`src/core/pmc_defs.svh`:
```
`ifndef PMC_DEFS_SVH
`define PMC_DEFS_SVH

// Register byte offsets
`define PMC_CTRL_OFS 8'h00
`define PMC_GATE1_OFS 8'h04
`define PMC_GATE2_OFS 8'h08
`define PMC_STATUS_OFS 8'h0c
// Control field positions
`define PMC_CTRL_LPR_BIT 0
`define PMC_CTRL_WAKE_FULL_BIT 1
`define PMC_CTRL_DEEP_SEL_BIT 2
`define PMC_CTRL_INTERNAL_REF_CLOCK_ENABLE_BIT 3
`define PMC_CTRL_INTERNAL_REF_STOP_ENABLE_BIT 4
`define PMC_CTRL_EXTERNAL_REF_CLOCK_ENABLE_BIT 5
`define PMC_CTRL_EXTERNAL_REF_STOP_ENABLE_BIT 6
`define PMC_CTRL_TOD_LPO_BIT 7
`define PMC_CTRL_TOD_OSC_BIT 8
`define PMC_CTRL_LCD_OSC_BIT 9
`define PMC_CTRL_LCD_TIME_OF_DAY_CLOCK_BIT 10
`define PMC_CTRL_WIDTH 11
// Reset values
`define PMC_CTRL_RST 11'h000
`define PMC_GATE_RST 8'hff
// Power-on reset pulse length in cycles
`define PMC_POR_CYCLES 4'h8
`endif

```
`src/core/pmc_pkg.sv`:
```
package pmc_pkg;
  typedef enum logic [2:0] {
    MODE_RUN = 3'h0,
    MODE_WAIT = 3'h1,
    MODE_LOW_POWER_RUN = 3'h3,
    MODE_LOW_POWER_WAIT = 3'h2,
    MODE_RETENTION_STOP_LEVEL = 3'h6,
    MODE_DEEPEST_STOP_LEVEL = 3'h7
  } pmode_t;
  typedef logic [1:0] axi_resp_t;
endpackage

```
`src/core/pmc_regs_if.sv`:
```
`timescale 1ns/10ps
interface pmc_regs_if;
  logic [10:0] ctrl;
  logic [7:0] gate1;
  logic [7:0] gate2;
  logic [31:0] status;
  logic lpr_clr;
  modport regs (output ctrl, output gate1, output gate2, input status, input lpr_clr);
  modport core (input ctrl, input gate1, input gate2, output status, output lpr_clr);
endinterface // pmc_regs_if

```
`src/core/power_mode_controller.sv`:
```
`timescale 1ns/10ps
`include "pmc_defs.svh"
module power_mode_controller
(
  input wire logic aclk,
  input wire logic aresetn,
  input wire logic [7:0] awaddr,
  input wire logic awvalid,
  output logic awready,
  input wire logic [31:0] wdata,
  input wire logic [3:0] wstrb,
  input wire logic wvalid,
  output logic wready,
  output pmc_pkg::axi_resp_t bresp,
  output logic bvalid,
  input wire logic bready,
  input wire logic [7:0] araddr,
  input wire logic arvalid,
  output logic arready,
  output logic [31:0] rdata,
  output pmc_pkg::axi_resp_t rresp,
  output logic rvalid,
  input wire logic rready,
  input wire logic stop_exec,
  input wire logic wait_exec,
  input wire logic irq_pending,
  input wire logic tod_irq,
  input wire logic reset_pin_n,
  input wire logic debug_keepalive_enable,
  input wire logic supply_detect_in_stop_enable,
  output pmc_pkg::pmode_t mode,
  output logic cpu_clk_en,
  output logic [15:0] periph_clk_en,
  output logic debug_clk_en,
  output logic int_ref_run,
  output logic ext_osc_run,
  output logic regulator_full_on,
  output logic regulator_standby,
  output logic regulator_partial_off,
  output logic tod_clk_ok,
  output logic lcd_clk_ok,
  output logic por_req,
  output logic low_power_run_status
);
  import pmc_pkg::*;

  // ****************************************
  // Register file
  // ****************************************
  pmc_regs_if rif ();
  pmode_t mode_q;
  pmode_t mode_d;
  logic low_power_run_status_q;
  logic [3:0] por_cnt_q;
  pmc_axi_regs u_regs
  (
    .aclk(aclk),
    .aresetn(aresetn),
    .awaddr(awaddr),
    .awvalid(awvalid),
    .awready(awready),
    .wdata(wdata),
    .wstrb(wstrb),
    .wvalid(wvalid),
    .wready(wready),
    .bresp(bresp),
    .bvalid(bvalid),
    .bready(bready),
    .araddr(araddr),
    .arvalid(arvalid),
    .arready(arready),
    .rdata(rdata),
    .rresp(rresp),
    .rvalid(rvalid),
    .rready(rready),
    .rif(rif)
  );
  wire low_power_run_request = rif.ctrl[`PMC_CTRL_LPR_BIT];
  wire wake_to_full_run = rif.ctrl[`PMC_CTRL_WAKE_FULL_BIT];
  wire deep_sel = rif.ctrl[`PMC_CTRL_DEEP_SEL_BIT];
  wire promote = debug_keepalive_enable || supply_detect_in_stop_enable;
  assign rif.status = {24'h0, 2'h0, low_power_run_status_q, por_cnt_q != 4'h0, 1'b0, mode_q};

  // ****************************************
  // Mode sequencer
  // ****************************************
  wire wake_full = !low_power_run_request || wake_to_full_run;
  wire deepest_stop_level_ok = deep_sel && !promote;
  wire lp_ok = low_power_run_request && !promote;
  always_comb
  begin
    mode_d = mode_q;
    case (mode_q)
      MODE_RUN:
      begin
        if (stop_exec)
          mode_d = deepest_stop_level_ok ? MODE_DEEPEST_STOP_LEVEL : MODE_RETENTION_STOP_LEVEL;
        else if (wait_exec)
          mode_d = MODE_WAIT;
        else if (lp_ok)
          mode_d = MODE_LOW_POWER_RUN;
      end
      MODE_LOW_POWER_RUN:
      begin
        if (!lp_ok)
          mode_d = MODE_RUN;
        else if (stop_exec)
          mode_d = MODE_RETENTION_STOP_LEVEL;
        else if (wait_exec)
          mode_d = MODE_LOW_POWER_WAIT;
      end
      MODE_WAIT:
        if (irq_pending)
          mode_d = MODE_RUN;
      MODE_LOW_POWER_WAIT:
        if (irq_pending || !lp_ok)
          mode_d = (wake_full || !lp_ok) ? MODE_RUN : MODE_LOW_POWER_RUN;
      MODE_RETENTION_STOP_LEVEL:
        if (irq_pending)
          mode_d = (wake_full || !lp_ok) ? MODE_RUN : MODE_LOW_POWER_RUN;
      MODE_DEEPEST_STOP_LEVEL:
        if (tod_irq)
          mode_d = MODE_RUN;
      default:
        mode_d = MODE_RUN;
    endcase
  end
  wire pin_wake = mode_q == MODE_DEEPEST_STOP_LEVEL && !reset_pin_n;
  wire irq_full_exit = irq_pending && wake_to_full_run && low_power_run_request
    && (mode_q == MODE_RETENTION_STOP_LEVEL || mode_q == MODE_LOW_POWER_WAIT);
  assign rif.lpr_clr = irq_full_exit;
  always_ff @(posedge aclk)
  begin
    if (!aresetn)
    begin
      mode_q <= MODE_RUN;
      low_power_run_status_q <= 1'b0;
      por_cnt_q <= 4'h0;
    end
    else
    begin
      mode_q <= pin_wake ? MODE_RUN : mode_d;
      // Status survives a stop entered from low power run until the wake
      low_power_run_status_q <= irq_full_exit ? 1'b0
        : (mode_d == MODE_LOW_POWER_RUN || mode_d == MODE_LOW_POWER_WAIT
        || (mode_d == MODE_RETENTION_STOP_LEVEL && low_power_run_status_q));
      if (pin_wake)
        por_cnt_q <= `PMC_POR_CYCLES;
      else if (por_cnt_q != 4'h0)
        por_cnt_q <= por_cnt_q - 4'h1;
    end
  end

  // ****************************************
  // Clock and regulator controls
  // ****************************************
  wire in_stop = mode_q == MODE_DEEPEST_STOP_LEVEL || mode_q == MODE_RETENTION_STOP_LEVEL;
  wire in_lp = mode_q == MODE_LOW_POWER_RUN || mode_q == MODE_LOW_POWER_WAIT;
  wire [15:0] gates = {rif.gate2, rif.gate1};
  logic [15:0] periph_d;
  genvar gi;
  generate
    for (gi = 0; gi < 16; gi++)
    begin : g_gate
      assign periph_d[gi] = in_stop ? 1'b0 : (in_lp ? gates[gi] : 1'b1);
    end
  endgenerate
  wire int_ref_d = mode_q != MODE_DEEPEST_STOP_LEVEL && (mode_q != MODE_RETENTION_STOP_LEVEL
    || (rif.ctrl[`PMC_CTRL_INTERNAL_REF_CLOCK_ENABLE_BIT] && rif.ctrl[`PMC_CTRL_INTERNAL_REF_STOP_ENABLE_BIT]));
  wire ext_osc_d = !in_stop
    || (rif.ctrl[`PMC_CTRL_EXTERNAL_REF_CLOCK_ENABLE_BIT] && rif.ctrl[`PMC_CTRL_EXTERNAL_REF_STOP_ENABLE_BIT]);
  wire reg_full_d = (mode_q == MODE_RUN || mode_q == MODE_WAIT)
    || (mode_q == MODE_RETENTION_STOP_LEVEL && supply_detect_in_stop_enable);
  wire tod_ok_d = !in_lp
    || rif.ctrl[`PMC_CTRL_TOD_LPO_BIT] || rif.ctrl[`PMC_CTRL_TOD_OSC_BIT];
  wire lcd_ok_d = !in_lp
    || rif.ctrl[`PMC_CTRL_LCD_OSC_BIT] || rif.ctrl[`PMC_CTRL_LCD_TIME_OF_DAY_CLOCK_BIT];
  always_ff @(posedge aclk)
  begin
    if (!aresetn)
    begin
      mode <= MODE_RUN;
      cpu_clk_en <= 1'b1;
      periph_clk_en <= 16'hffff;
      debug_clk_en <= 1'b0;
      int_ref_run <= 1'b1;
      ext_osc_run <= 1'b1;
      regulator_full_on <= 1'b1;
      regulator_standby <= 1'b0;
      regulator_partial_off <= 1'b0;
      tod_clk_ok <= 1'b1;
      lcd_clk_ok <= 1'b1;
      por_req <= 1'b0;
      low_power_run_status <= 1'b0;
    end
    else
    begin
      mode <= mode_q;
      cpu_clk_en <= mode_q == MODE_RUN || mode_q == MODE_LOW_POWER_RUN;
      periph_clk_en <= periph_d;
      debug_clk_en <= debug_keepalive_enable && !in_lp;
      int_ref_run <= int_ref_d;
      ext_osc_run <= ext_osc_d;
      regulator_full_on <= reg_full_d;
      regulator_standby <= !reg_full_d && mode_q != MODE_DEEPEST_STOP_LEVEL;
      regulator_partial_off <= mode_q == MODE_DEEPEST_STOP_LEVEL;
      tod_clk_ok <= tod_ok_d;
      lcd_clk_ok <= lcd_ok_d;
      por_req <= por_cnt_q != 4'h0;
      low_power_run_status <= low_power_run_status_q;
    end
  end
endmodule // power_mode_controller

```
`src/core/pmc_axi_regs.sv`:
```
`timescale 1ns/10ps
`include "pmc_defs.svh"
module pmc_axi_regs
(
  input wire logic aclk,
  input wire logic aresetn,
  input wire logic [7:0] awaddr,
  input wire logic awvalid,
  output logic awready,
  input wire logic [31:0] wdata,
  input wire logic [3:0] wstrb,
  input wire logic wvalid,
  output logic wready,
  output logic [1:0] bresp,
  output logic bvalid,
  input wire logic bready,
  input wire logic [7:0] araddr,
  input wire logic arvalid,
  output logic arready,
  output logic [31:0] rdata,
  output logic [1:0] rresp,
  output logic rvalid,
  input wire logic rready,
  pmc_regs_if.regs rif
);
  logic aw_q;
  logic w_q;
  logic [7:0] awaddr_q;
  logic [31:0] wdata_q;
  logic [3:0] wstrb_q;
  logic [10:0] ctrl_q;
  logic [7:0] gate1_q;
  logic [7:0] gate2_q;
  logic [31:0] ctrl_wd;
  wire do_wr = aw_q && w_q && !bvalid;
  wire wr_ctrl = do_wr && awaddr_q == `PMC_CTRL_OFS && wstrb_q[0];
  wire wr_ctrl_hi = do_wr && awaddr_q == `PMC_CTRL_OFS && wstrb_q[1];
  wire wr_g1 = do_wr && awaddr_q == `PMC_GATE1_OFS && wstrb_q[0];
  wire wr_g2 = do_wr && awaddr_q == `PMC_GATE2_OFS && wstrb_q[0];
  wire wr_hit = awaddr_q == `PMC_CTRL_OFS || awaddr_q == `PMC_GATE1_OFS
    || awaddr_q == `PMC_GATE2_OFS || awaddr_q == `PMC_STATUS_OFS;
  wire rd_hit = araddr == `PMC_CTRL_OFS || araddr == `PMC_GATE1_OFS
    || araddr == `PMC_GATE2_OFS || araddr == `PMC_STATUS_OFS;
  wire [31:0] rd_mux = araddr == `PMC_CTRL_OFS ? {21'h0, ctrl_q}
    : araddr == `PMC_GATE1_OFS ? {24'h0, gate1_q}
    : araddr == `PMC_GATE2_OFS ? {24'h0, gate2_q}
    : araddr == `PMC_STATUS_OFS ? rif.status : 32'h0;
  wire [10:0] new_ctrl = {wr_ctrl_hi ? wdata_q[10:8] : ctrl_q[10:8],
    wr_ctrl ? wdata_q[7:0] : ctrl_q[7:0]};
  // Whichever of the exclusive pair is already set keeps the other clear
  // Both asked at once from clear: deep stop wins, so the pair never coexists
  wire keep_deep = ctrl_q[`PMC_CTRL_LPR_BIT] ? 1'b0 : new_ctrl[`PMC_CTRL_DEEP_SEL_BIT];
  wire keep_lpr = !ctrl_q[`PMC_CTRL_DEEP_SEL_BIT] && !keep_deep
    && new_ctrl[`PMC_CTRL_LPR_BIT];
  always_comb
  begin
    ctrl_wd = {21'h0, new_ctrl};
    ctrl_wd[`PMC_CTRL_DEEP_SEL_BIT] = keep_deep;
    ctrl_wd[`PMC_CTRL_LPR_BIT] = keep_lpr && !rif.lpr_clr;
  end
  assign rif.ctrl = ctrl_q;
  assign rif.gate1 = gate1_q;
  assign rif.gate2 = gate2_q;
  always_ff @(posedge aclk)
  begin
    if (!aresetn)
    begin
      aw_q <= 1'b0;
      w_q <= 1'b0;
      awaddr_q <= 8'h00;
      wdata_q <= 32'h0;
      wstrb_q <= 4'h0;
      awready <= 1'b0;
      wready <= 1'b0;
      bvalid <= 1'b0;
      bresp <= 2'h0;
      arready <= 1'b0;
      rvalid <= 1'b0;
      rdata <= 32'h0;
      rresp <= 2'h0;
      ctrl_q <= `PMC_CTRL_RST;
      gate1_q <= `PMC_GATE_RST;
      gate2_q <= `PMC_GATE_RST;
    end
    else
    begin
      awready <= !aw_q && !awready && awvalid;
      wready <= !w_q && !wready && wvalid;
      if (awvalid && awready)
      begin
        aw_q <= 1'b1;
        awaddr_q <= {awaddr[7:2], 2'h0};
      end
      if (wvalid && wready)
      begin
        w_q <= 1'b1;
        wdata_q <= wdata;
        wstrb_q <= wstrb;
      end
      if (do_wr)
      begin
        bvalid <= 1'b1;
        bresp <= wr_hit ? 2'h0 : 2'h2;
        aw_q <= 1'b0;
        w_q <= 1'b0;
      end
      else if (bvalid && bready)
        bvalid <= 1'b0;
      ctrl_q <= ctrl_wd[10:0];
      if (wr_g1)
        gate1_q <= wdata_q[7:0];
      if (wr_g2)
        gate2_q <= wdata_q[7:0];
      arready <= !arready && !rvalid && arvalid;
      if (arvalid && arready)
      begin
        rvalid <= 1'b1;
        rdata <= rd_mux;
        rresp <= rd_hit ? 2'h0 : 2'h2;
      end
      else if (rvalid && rready)
        rvalid <= 1'b0;
    end
  end
endmodule // pmc_axi_regs

```
`config.mk`:
```
export PLATFORM = sky130hd
export DESIGN_NAME = power_mode_controller
export DESIGN_NICKNAME = d
export VERILOG_FILES = /design/src/core/pmc_pkg.sv /design/src/core/pmc_regs_if.sv /design/src/core/power_mode_controller.sv /design/src/core/pmc_axi_regs.sv
export VERILOG_INCLUDE_DIRS = /design/src /design/src/core
export SDC_FILE = /design/constraint.sdc
export NUM_CORES = 1
export LEC_CHECK = 0
export BUFFER_PORTS_ARGS = -buffer_cell sky130_fd_sc_hd__buf_2
export CORE_ASPECT_RATIO = 1.5
export CORE_MARGIN = 2
export CORE_UTILIZATION = 49
export DETAILED_ROUTE_END_ITERATION = 8
export GPL_TIMING_DRIVEN = 1
export HOLD_SLACK_MARGIN = 0.06
export PLACE_DENSITY = 0.75
export SYNTH_ARGS = -nofsm -noshare
export SYNTH_HDL_FRONTEND = slang
export SYNTH_HIERARCHICAL = 1
export SYNTH_SLANG_ARGS = --single-unit
```
`constraint.sdc`:
```
create_clock -name aclk -period 2.4 [get_ports aclk]
set_clock_uncertainty 0.05 [all_clocks]
set_input_delay 0.12 -clock aclk [delete_from_list [all_inputs] [get_ports aclk]]
set_output_delay 0.12 -clock aclk [all_outputs]
set_load 0.01 [all_outputs]
```
# Word level (Yosys, flattened, before mapping)
# Index checks and enable logic that the tools add are counted.
dict set report op_classes {
  add_sub_neg 1
  mul 0
  n_div 0
  order_cmp 0
  eq_ne 16
  shifts 0
  mux 59
  bitwise 1
  reduce_logical 87
}
# operator n
set op_table {}
lappend op_table {{two-way mux 32 bit} 3}
lappend op_table {{two-way mux 1 bit} 38}
lappend op_table {{logical AND 1 bit} 36}
lappend op_table {{two-way mux 3 bit} 11}
lappend op_table {{logical OR 1 bit} 24}
lappend op_table {{one-hot mux 3 bit (6 select lines)} 1}
lappend op_table {{logical NOT 1 bit} 17}
lappend op_table {{== test 8 x 4 -> 1 bit, second input constant} 2}
lappend op_table {{logical NOT 8 bit} 2}
lappend op_table {{== test 3 x 2 -> 1 bit, second input constant} 4}
lappend op_table {{== test 6 x 2 -> 1 bit, second input constant} 2}
lappend op_table {{== test 3 bit, second input constant} 3}
lappend op_table {{== test 8 x 3 -> 1 bit, second input constant} 1}
lappend op_table {{two-way mux 4 bit} 2}
lappend op_table {{== test 6 x 1 -> 1 bit, second input constant} 1}
lappend op_table {{two-way mux 2 bit} 3}
lappend op_table {{two-way mux 6 bit} 1}
lappend op_table {{inequality test 3 bit, second input constant} 2}
lappend op_table {{nonzero test 2 bit} 3}
lappend op_table {{OR reduction 2 bit} 3}
lappend op_table {{nonzero test 4 bit} 1}
lappend op_table {{subtractor 4 x 1 -> 4 bit, second input constant} 1}
lappend op_table {{== test 3 x 1 -> 1 bit, second input constant} 1}
lappend op_table {{logical NOT 3 bit} 1}
lappend op_table {{NOT 1 bit} 1}
dict set report word_totals {
  reg_bits 127
  latch_bits 0
  mem_bits_rw 0
  mem_bits_ro 0
  input_bits 66
  wordCells 199
  memories 0
}

# Logic depth before layout (Yosys ltp)
# Gate-level depths: netlist of run 1.
dict set report logic_depth {
  word_depth 11
  ltp_mapped 6
}

# By module
# The synthesis of run 1 kept the hierarchy.
# mod instances cells_each area_per_inst_um2 seq_area_each_um2
set by_module_without_submodules {}
lappend by_module_without_submodules {pmc_axi_regs 1 390 3564.7 1741.7}
lappend by_module_without_submodules {power_mode_controller 1 136 1437.6 760.7}

# Worst setup path before layout of run 1
# No wires, ideal clock.
dict set report synth_timing {
  path_type {register -> register}
  start {register por_cnt_q[0]}
  end {register u_regs.rdata[4]}
  setup_time_ps 117
  arrival_ps 1288
  required_ps 2233
  slack_ps 945
  stages_incl_launch_ff 6
  n_path_buf 0
  period_less_slack_ps 1455
  path_cell_list {dfxtp_1 inv_1 ha_1 nand2_1 mux4_2 a22o_1}
}
dict set report synth_between {
  elab_chain_cells 5
}
# element line_no
set synth_rtl {}
lappend synth_rtl {{start, declared} power_mode_controller.sv:54} ;# logic [3:0] por_cnt_q;
lappend synth_rtl {{start signal, assigned} power_mode_controller.sv:148} ;# por_cnt_q <= `PMC_POR_CYCLES;
lappend synth_rtl {{start signal, assigned} power_mode_controller.sv:150} ;# por_cnt_q <= por_cnt_q - 4'h1;
lappend synth_rtl {{nonzero test 4 bit} power_mode_controller.sv:82} ;# assign rif.status = {24'h0, 2'h0, low_power_run_status_q, por_cnt_q != 4'h0, 1'b0, mode_q};
lappend synth_rtl {{named net rif.status[4]} pmc_regs_if.sv:6} ;# logic [31:0] status;
lappend synth_rtl {{two-way mux 6 bit} pmc_axi_regs.sv:47} ;# : araddr == `PMC_STATUS_OFS ? rif.status : 32'h0;
lappend synth_rtl {{two-way mux 32 bit} pmc_axi_regs.sv:46} ;# : araddr == `PMC_GATE2_OFS ? {24'h0, gate2_q}
lappend synth_rtl {{two-way mux 32 bit} pmc_axi_regs.sv:45} ;# : araddr == `PMC_GATE1_OFS ? {24'h0, gate1_q}
lappend synth_rtl {{two-way mux 32 bit} pmc_axi_regs.sv:44} ;# wire [31:0] rd_mux = araddr == `PMC_CTRL_OFS ? {21'h0, ctrl_q}
lappend synth_rtl {{end signal, assigned} pmc_axi_regs.sv:118} ;# rdata <= rd_mux;
lappend synth_rtl {{end, declared} pmc_axi_regs.sv:20} ;# output logic [31:0] rdata,
# The timed path passes the listed nets, and every way through them passes these cells.
# A chain may end at the register's enable or synchronous reset.

# Final worst setup path of run 1
dict set report layout_timing {
  start {register mode_q[2]}
  end {register low_power_run_status_q}
}
dict set report layout_between {
  elab_chain_cells 7
  elab_cells_between_ends 26
  cone_classes {eq/ne: 8; mux: 11; reduce/logical: 7}
}
# element line_no
set layout_rtl {}
lappend layout_rtl {{start, declared} power_mode_controller.sv:51} ;# pmode_t mode_q;
lappend layout_rtl {{start signal, assigned} power_mode_controller.sv:142} ;# mode_q <= pin_wake ? MODE_RUN : mode_d;
lappend layout_rtl {{two-way mux 3 bit (on tied branches)} {power_mode_controller.sv:109, power_mode_controller.sv:100}}
lappend layout_rtl {{two-way mux 3 bit (on tied branches)} {power_mode_controller.sv:107, power_mode_controller.sv:98}}
lappend layout_rtl {{two-way mux 3 bit (on tied branches)} {power_mode_controller.sv:105, power_mode_controller.sv:96}}
lappend layout_rtl {{one-hot mux 3 bit (6 select lines)} power_mode_controller.sv:93} ;# case (mode_q)
lappend layout_rtl {{== test 3 x 2 -> 1 bit or == test 3 bit (tied branches)} {power_mode_controller.sv:145, power_mode_controller.sv:146}}
lappend layout_rtl {{logical OR 1 bit or logical AND 1 bit (tied branches)} {power_mode_controller.sv:145, power_mode_controller.sv:146}}
lappend layout_rtl {{logical OR 1 bit} power_mode_controller.sv:146} ;# || (mode_d == MODE_RETENTION_STOP_LEVEL && low_power_run_status_q));
lappend layout_rtl {{end signal, assigned} power_mode_controller.sv:144} ;# low_power_run_status_q <= irq_full_exit ? 1'b0
lappend layout_rtl {{end, declared} power_mode_controller.sv:53} ;# logic low_power_run_status_q;
# Several ways; a longest one is shown, not always the timed one.

==> results of run 1 <==
==> layout make-up <==
class | count | share of cell area
Sequential cell | 125 | 0.375
Multi-Input combinational cell | 379 | 0.354
Clock inverter | 14 | 0.0358
Inverter | 8 | 0.00450
Tap cell | 117 | 0.0220
Clock buffer | 18 | 0.0659
Timing Repair Buffer | 151 | 0.143
==> cell families (layout without fill, tap and decap cells) <==
group                      count (synthesis)  in the layout
buffers and inverters                     49            191
DFF                                      125            125
other                                      2             29
muxes                                     36             36
xor gates and xnor gates                   3              3
and+or+nand+nor                          209            209
adders and majority gates                  2              2
AOI/OAI and AO/OA                        100            100
==> cell usage after synthesis, types with 3 or more instances <==
cell type / number
a211oi_1: 4
a21o_1: 16
a21oi_1: 51
a22o_1: 8
and2_1: 6
and3_1: 4
and3b_1: 3
and4_1: 3
buf_2: 11
buf_4: 10
clkbuf_1: 18
dfxtp_1: 125
inv_1: 5
inv_2: 3
mux2i_1: 27
mux4_2: 8
nand2_1: 90
nand3_1: 7
nand3b_1: 5
nand4_1: 22
nor2_1: 35
nor2b_1: 3
nor3_1: 7
nor3b_1: 3
o211ai_1: 6
o21ai_0: 4
==> worst paths after layout <==
check                    from                endpoint  slack (ns)
max reg2reg         mode_q[2]  low_power_run_status_q        0.62
min reg2reg  u_regs/rdata[18]        u_regs/rdata[18]        0.40
max                 mode_q[2]  low_power_run_status_q        0.62
min                 stop_exec  low_power_run_status_q        0.09
==> through the flow <==
step                area [um^2]  std cells  hold slack, ns
global placement           5630        744           0.314
CTS                        6670        812          0.0705
global route               6670        812          0.0972
floorplan                  5100        553           0.186
detailed placement         5630        744           0.320
finish                     6670        812          0.0866
==> metal layers <==
metal | vias up | share of wire
li1 | 2119 | -
met1 | 2042 | 0.40
met2 | 137 | 0.52
met3 | 29 | 0.050
met4 | 0 | 0.028
met5 | - | 0
==> state kept, by name, indices dropped and copies added, names as in the netlist, 2 cells and up <==
register          count
u_regs/rdata         32
u_regs/wstrb_q        2
u_regs/awaddr_q       6
mode_q                3
u_regs/wdata_q       11
mode                  3
periph_clk_en        16
u_regs/rif.gate2      8
u_regs/rif.ctrl      11
por_cnt_q             4
u_regs/rif.gate1      8
==> worst max-delay path: stages, from the launching register on <==
cell and delay, ns:
dfxtp_1 0.66, inv_2 0.31, a2111oi_4 0.31, a21oi_2 0.10, a221oi_2 0.26
==> power by group through the flow <==
stage	clock, W	sequential [W]	combinational [W]
floorplan	0	0.00225	0.000335
finish	0.00291	0.00221	0.000512
global route	0.00304	0.00222	0.000566
detailed placement	0	0.00226	0.000462
CTS	0.00294	0.00221	0.000507
global placement	0	0.00225	0.000441
==> flow_summary.json, run 1 <==
{
  "hold_path_class": "in2reg",
  "max_cap_violations": 0,
  "setup_tns_ns": 0,
  "worst_slew_pin_slew_ns": 0.823,
  "ant_nets": 0,
  "antenna_found_initial": 0,
  "die_h_um": 128,
  "synthAdderAreaFrac": 0.00500,
  "root_buffer": "clkbuf_16",
  "postCtsSetupBuffers": 0,
  "grtUsageMet1": 0.256,
  "power_w": 0.00564,
  "drcViolationCount": 0,
  "synth_compound_area_frac": 0.132,
  "layout_commonest_cell": "dfxtp_1",
  "first_global_vias": 4084,
  "async_flop_share": 0,
  "wire_per_inst_um": 15.0,
  "synth_cells": 526,
  "dr.first_iter.drc_count": 242,
  "clock.fmax_mhz": 560,
  "synth_largest_area_cell": "dfxtp_1",
  "cts_inserted_buffers": 17,
  "synth_seq_cells": 125,
  "slew_headroom": 0.450,
  "vias": 4327,
  "cp_max_fo": 19,
  "fin_crit_ns": 1.78,
  "synth_edf_count": 0,
  "p_leak_nw": 2.73,
  "syn_area_um2": 5000,
  "rows": 45,
  "endpoint_kind": "flop",
  "synth-xor-area-share": 0.00525,
  "dieArea_um2": 11000,
  "intPower_w": 0.00435,
  "cts.sinks": 125,
  "worstRegToRegCells": 4,
  "vdd_drop_max_uv": 505,
  "grt_use_total": 0.226,
  "seqPwrFrac": 0.392,
  "status": "finished clean",
  "critPathKind": "reg2reg",
  "port_buffers": 109,
  "use_met3": 0.0586,
  "dp_hpwl_um": 8210,
  "yosys_warnings": 6,
  "layout_common_cells": "dfxtp_1 (125), buf_2 (109), nand2_1 (90)",
  "grt_remaining_overflow": 0,
  "clk-insertion-delay-late_ns": 0.42,
  "grt_max_degree": 36,
  "yosysSeqAreaShare": 0.500,
  "synth_top_family_by_area": "simple AND/OR/NAND/NOR gates",
  "htreeDepth": 4,
  "nFillCells": 803,
  "synth_top_area_frac": 0.500,
  "startpoint_type": "flop",
  "avgSynthCellArea_um2": 9.51,
  "p_sw_frac": 0.227,
  "drt_pass1_iterations": 5,
  "finalCoreUtilization": 0.665,
  "grt_util_met2": 0.385,
  "synth.distinct_cells": 59,
  "rsz0062_at_grt": "false",
  "cp.required_ns": 2.68,
  "coreArea_um2": 10000,
  "gp_congestion": 0.817,
  "wirelength_um": 12200,
  "timing.final.crit_share": 0.744,
  "synthFlopType": "dfxtp_1",
  "dp_slack_ns": 0.634,
  "drive_gt1_frac": 0.252,
  "power_density_nw_per_um2": 846,
  "clockPowerShare": 0.517,
  "grt_first_pass_wirelength_um": 19400,
  "ctsHoldBuffers": 36,
  "drv_slew": 0,
  "path_clk_slew_ns": 0.05,
  "final_hold_viol_count": 0,
  "cts_buffer_depth": 2,
  "die_w_um": 86.5,
  "synth.top_cells.by_area": "dfxtp_1 (50%), nand2_1 (6.8%), mux2i_1 (5.4%)",
  "viasPerCell": 5.33,
  "seq_area_um2": 2500,
  "fin_nets": 750,
  "cts_tree": "done",
  "ioPinCount": 137,
  "holdPathStages": 3,
  "post_cts_resize_count": 0,
  "synth_mux_area_frac": 0.0923,
  "finalSetupViolCount": 0,
  "area_growth_pct": 33.3,
  "cp.arrival_ns": 2.06,
  "finalWorstSetupSlack_ns": 0.615,
  "multi_input_area_um2": 2360,
  "power_frac_comb": 0.091,
  "total_switching_power_w": 0.00128,
  "antenna_cells": 0,
  "synth_simple_gate_area_share": 0.215,
  "top_usage_layer": "met2",
  "start_util": 0.499
}
Note: power is estimated with default switching activity, not from simulation.
==> run 2: changes to the inputs <==
- ABC_AREA: default -> 1
- clock period: 2.4 -> 1.7 ns (I/O delays scaled with it)
==> flow_summary.json, run 2 <==
{
  "endpoint_kind": "flop",
  "die_h_um": 130,
  "fin_crit_ns": 1.52,
  "max_cap_violations": 0,
  "layout_commonest_cell": "nand2_1",
  "final_area_um2": 6930,
  "die_w_um": 88.2,
  "antenna_cells": 0,
  "wire_per_inst_um": 13.3,
  "final_hold_viol_count": 0,
  "coreArea_um2": 10500,
  "use_met3": 0.0664,
  "cts_buffer_depth": 2,
  "yosysSeqAreaShare": 0.480,
  "synthFlopType": "dfxtp_1",
  "grtUsageMet1": 0.241,
  "dp_slack_ns": 0.139,
  "rsz0062_at_grt": "false",
  "ioPinCount": 137,
  "startpoint_type": "flop",
  "grt_use_total": 0.235,
  "synth-xor-area-share": 0.00168,
  "critPathKind": "reg2reg",
  "start_util": 0.498,
  "synth.distinct_cells": 36,
  "synth_top_family_by_area": "simple AND/OR/NAND/NOR gates",
  "cp.arrival_ns": 1.75,
  "cp.required_ns": 1.93,
  "cts.sinks": 125,
  "dp_hpwl_um": 9240,
  "power_density_nw_per_um2": 1110,
  "drv_slew": 0,
  "top_usage_layer": "met2",
  "first_global_vias": 4691,
  "worst_slew_pin_slew_ns": 0.716,
  "synth_seq_cells": 125,
  "grt_util_met2": 0.416,
  "gp_congestion": 0.899,
  "ant_nets": 0,
  "dp.cells": 913,
  "async_flop_share": 0,
  "yosys_warnings": 6,
  "slew_headroom": 0.523,
  "syn_area_um2": 5220,
  "dr.first_iter.drc_count": 284,
  "grt_max_degree": 47,
  "dieArea_um2": 11500,
  "synth_top_area_frac": 0.480,
  "rows": 46,
  "nFillCells": 909,
  "port_buffers": 109,
  "status": "finished clean",
  "root_buffer": "clkbuf_16",
  "clock.fmax_mhz": 658,
  "cts_tree": "done",
  "post-synth-top-count-cell": "nand2_1",
  "finalSetupViolCount": 0,
  "setup_tns_ns": 0,
  "synth.top_cells.by_area": "dfxtp_1 (48%), nand2_1 (11%), nand2_4 (4.5%)",
  "finalWorstSetupSlack_ns": 0.180,
  "timing.final.crit_share": 0.894,
  "synthAdderAreaFrac": 0.00480,
  "drive_gt1_frac": 0.259,
  "synth_cells": 648,
  "largest_register_ffs": 32,
  "vdd_drop_max_uv": 727,
  "drt_pass1_iterations": 5,
  "viasPerCell": 4.88,
  "placedInstanceArea_um2": 5970,
  "vias": 4763,
  "grt_remaining_overflow": 0,
  "p_leak_nw": 3.39,
  "synth_simple_gate_area_share": 0.275,
  "synth_compound_area_frac": 0.155,
  "htreeDepth": 4,
  "largestRegisters": "u_regs/rdata x32, periph_clk_en x16",
  "hold_path_class": "in2reg",
  "synth_edf_count": 0,
  "cts_inserted_buffers": 17,
  "avgSynthCellArea_um2": 8.05,
  "area_growth_pct": 32.8,
  "wirelength_um": 13000,
  "layout_common_cells": "nand2_1 (157), dfxtp_1 (125), buf_2 (109)",
  "antenna_found_initial": 0,
  "top_register": "u_regs/rdata",
  "instances_no_fill": 977,
  "synth_largest_area_cell": "dfxtp_1",
  "grt_first_pass_wirelength_um": 20900,
  "fin_nets": 888,
  "cp_max_fo": 6,
  "clk-insertion-delay-late_ns": 0.41,
  "synth_mux_area_frac": 0,
  "synth_common_cells": "nand2_1 (157), dfxtp_1 (125), inv_1 (58)",
  "drcViolationCount": 0,
  "path_clk_slew_ns": 0.05
}
run 2: per-stage QoR:
step                hold slack [ns]  power (W)   util
finish                       0.0938    0.00772  0.661
CTS                          0.0912    0.00775  0.661
global placement              0.271    0.00384  0.570
global route                  0.105    0.00802  0.661
floorplan                     0.153    0.00365      -
detailed placement            0.270    0.00389  0.570
run 2: logic make-up after synthesis:
family / Yosys count
xor gates and xnor gates: 1
buffers and inverters: 94
other: 2
DFF: 125
and+or+nand+nor: 292
adders and majority gates: 2
AOI/OAI and AO/OA: 132
run 2: timing repair:
| action | in CTS | in global routing |
|---|---|---|
| gates resized for setup | 0 | 1 |
| buffers inserted | 0 | 0 |
| hold endpoints to repair | 36 | 0 |
| hold buffers | 32 | 0 |
| setup endpoints to repair | 0 | 1 |
run 2: critical path: stages, from the launching register on:
cell and delay (ns):
dfxtp_1 0.32, inv_1 0.11, ha_1 0.16, nand2_1 0.07
nor2_2 0.20, inv_1 0.12, nand3_1 0.10, nand2_1 0.05
inv_1 0.05, nand2_1 0.04, nand2_1 0.07, a21oi_1 0.05
run 2: final timing paths:
| kind | startpoint | end | slack (ns) | depth (start not counted) |
|---|---|---|---|---|
| worst max-delay path | por_cnt_q[0] | u_regs/rdata[4] | 0.18 | 11 |
| worst min-delay path | wait_exec | mode_q[0] | 0.09 | 6 |
| worst max register to register | por_cnt_q[0] | u_regs/rdata[4] | 0.18 | 11 |
| worst min register to register | u_regs/wready | u_regs/wready | 0.39 | 1 |
run 2: layer usage:
layer  routed length, um  vias to the layer above
met5                   0                        -
met2                6650                      147
met4                 612                        0
met3                 618                       45
li1                    -                     2406
met1                5080                     2165
run 2: layout make-up:
cell class	count	area (um^2)	share of cell area
tap	144	180	0.0260
clock buffer	26	499	0.0721
multi-input combinational	456	2390	0.345
inverter	66	250	0.0361
sequential	125	2500	0.361
timing repair buffer	154	976	0.141
clock inverter	6	130	0.0188
run 2: where the power goes:
group / switching, W / leakage, nW / internal (W)
combinational: 0.000468 / 2.06 / 0.000313
sequential: 0.0000830 / 1.02 / 0.00305
clock: 0.00120 / 0.309 / 0.00261
total: 0.00175 / 3.39 / 0.00597
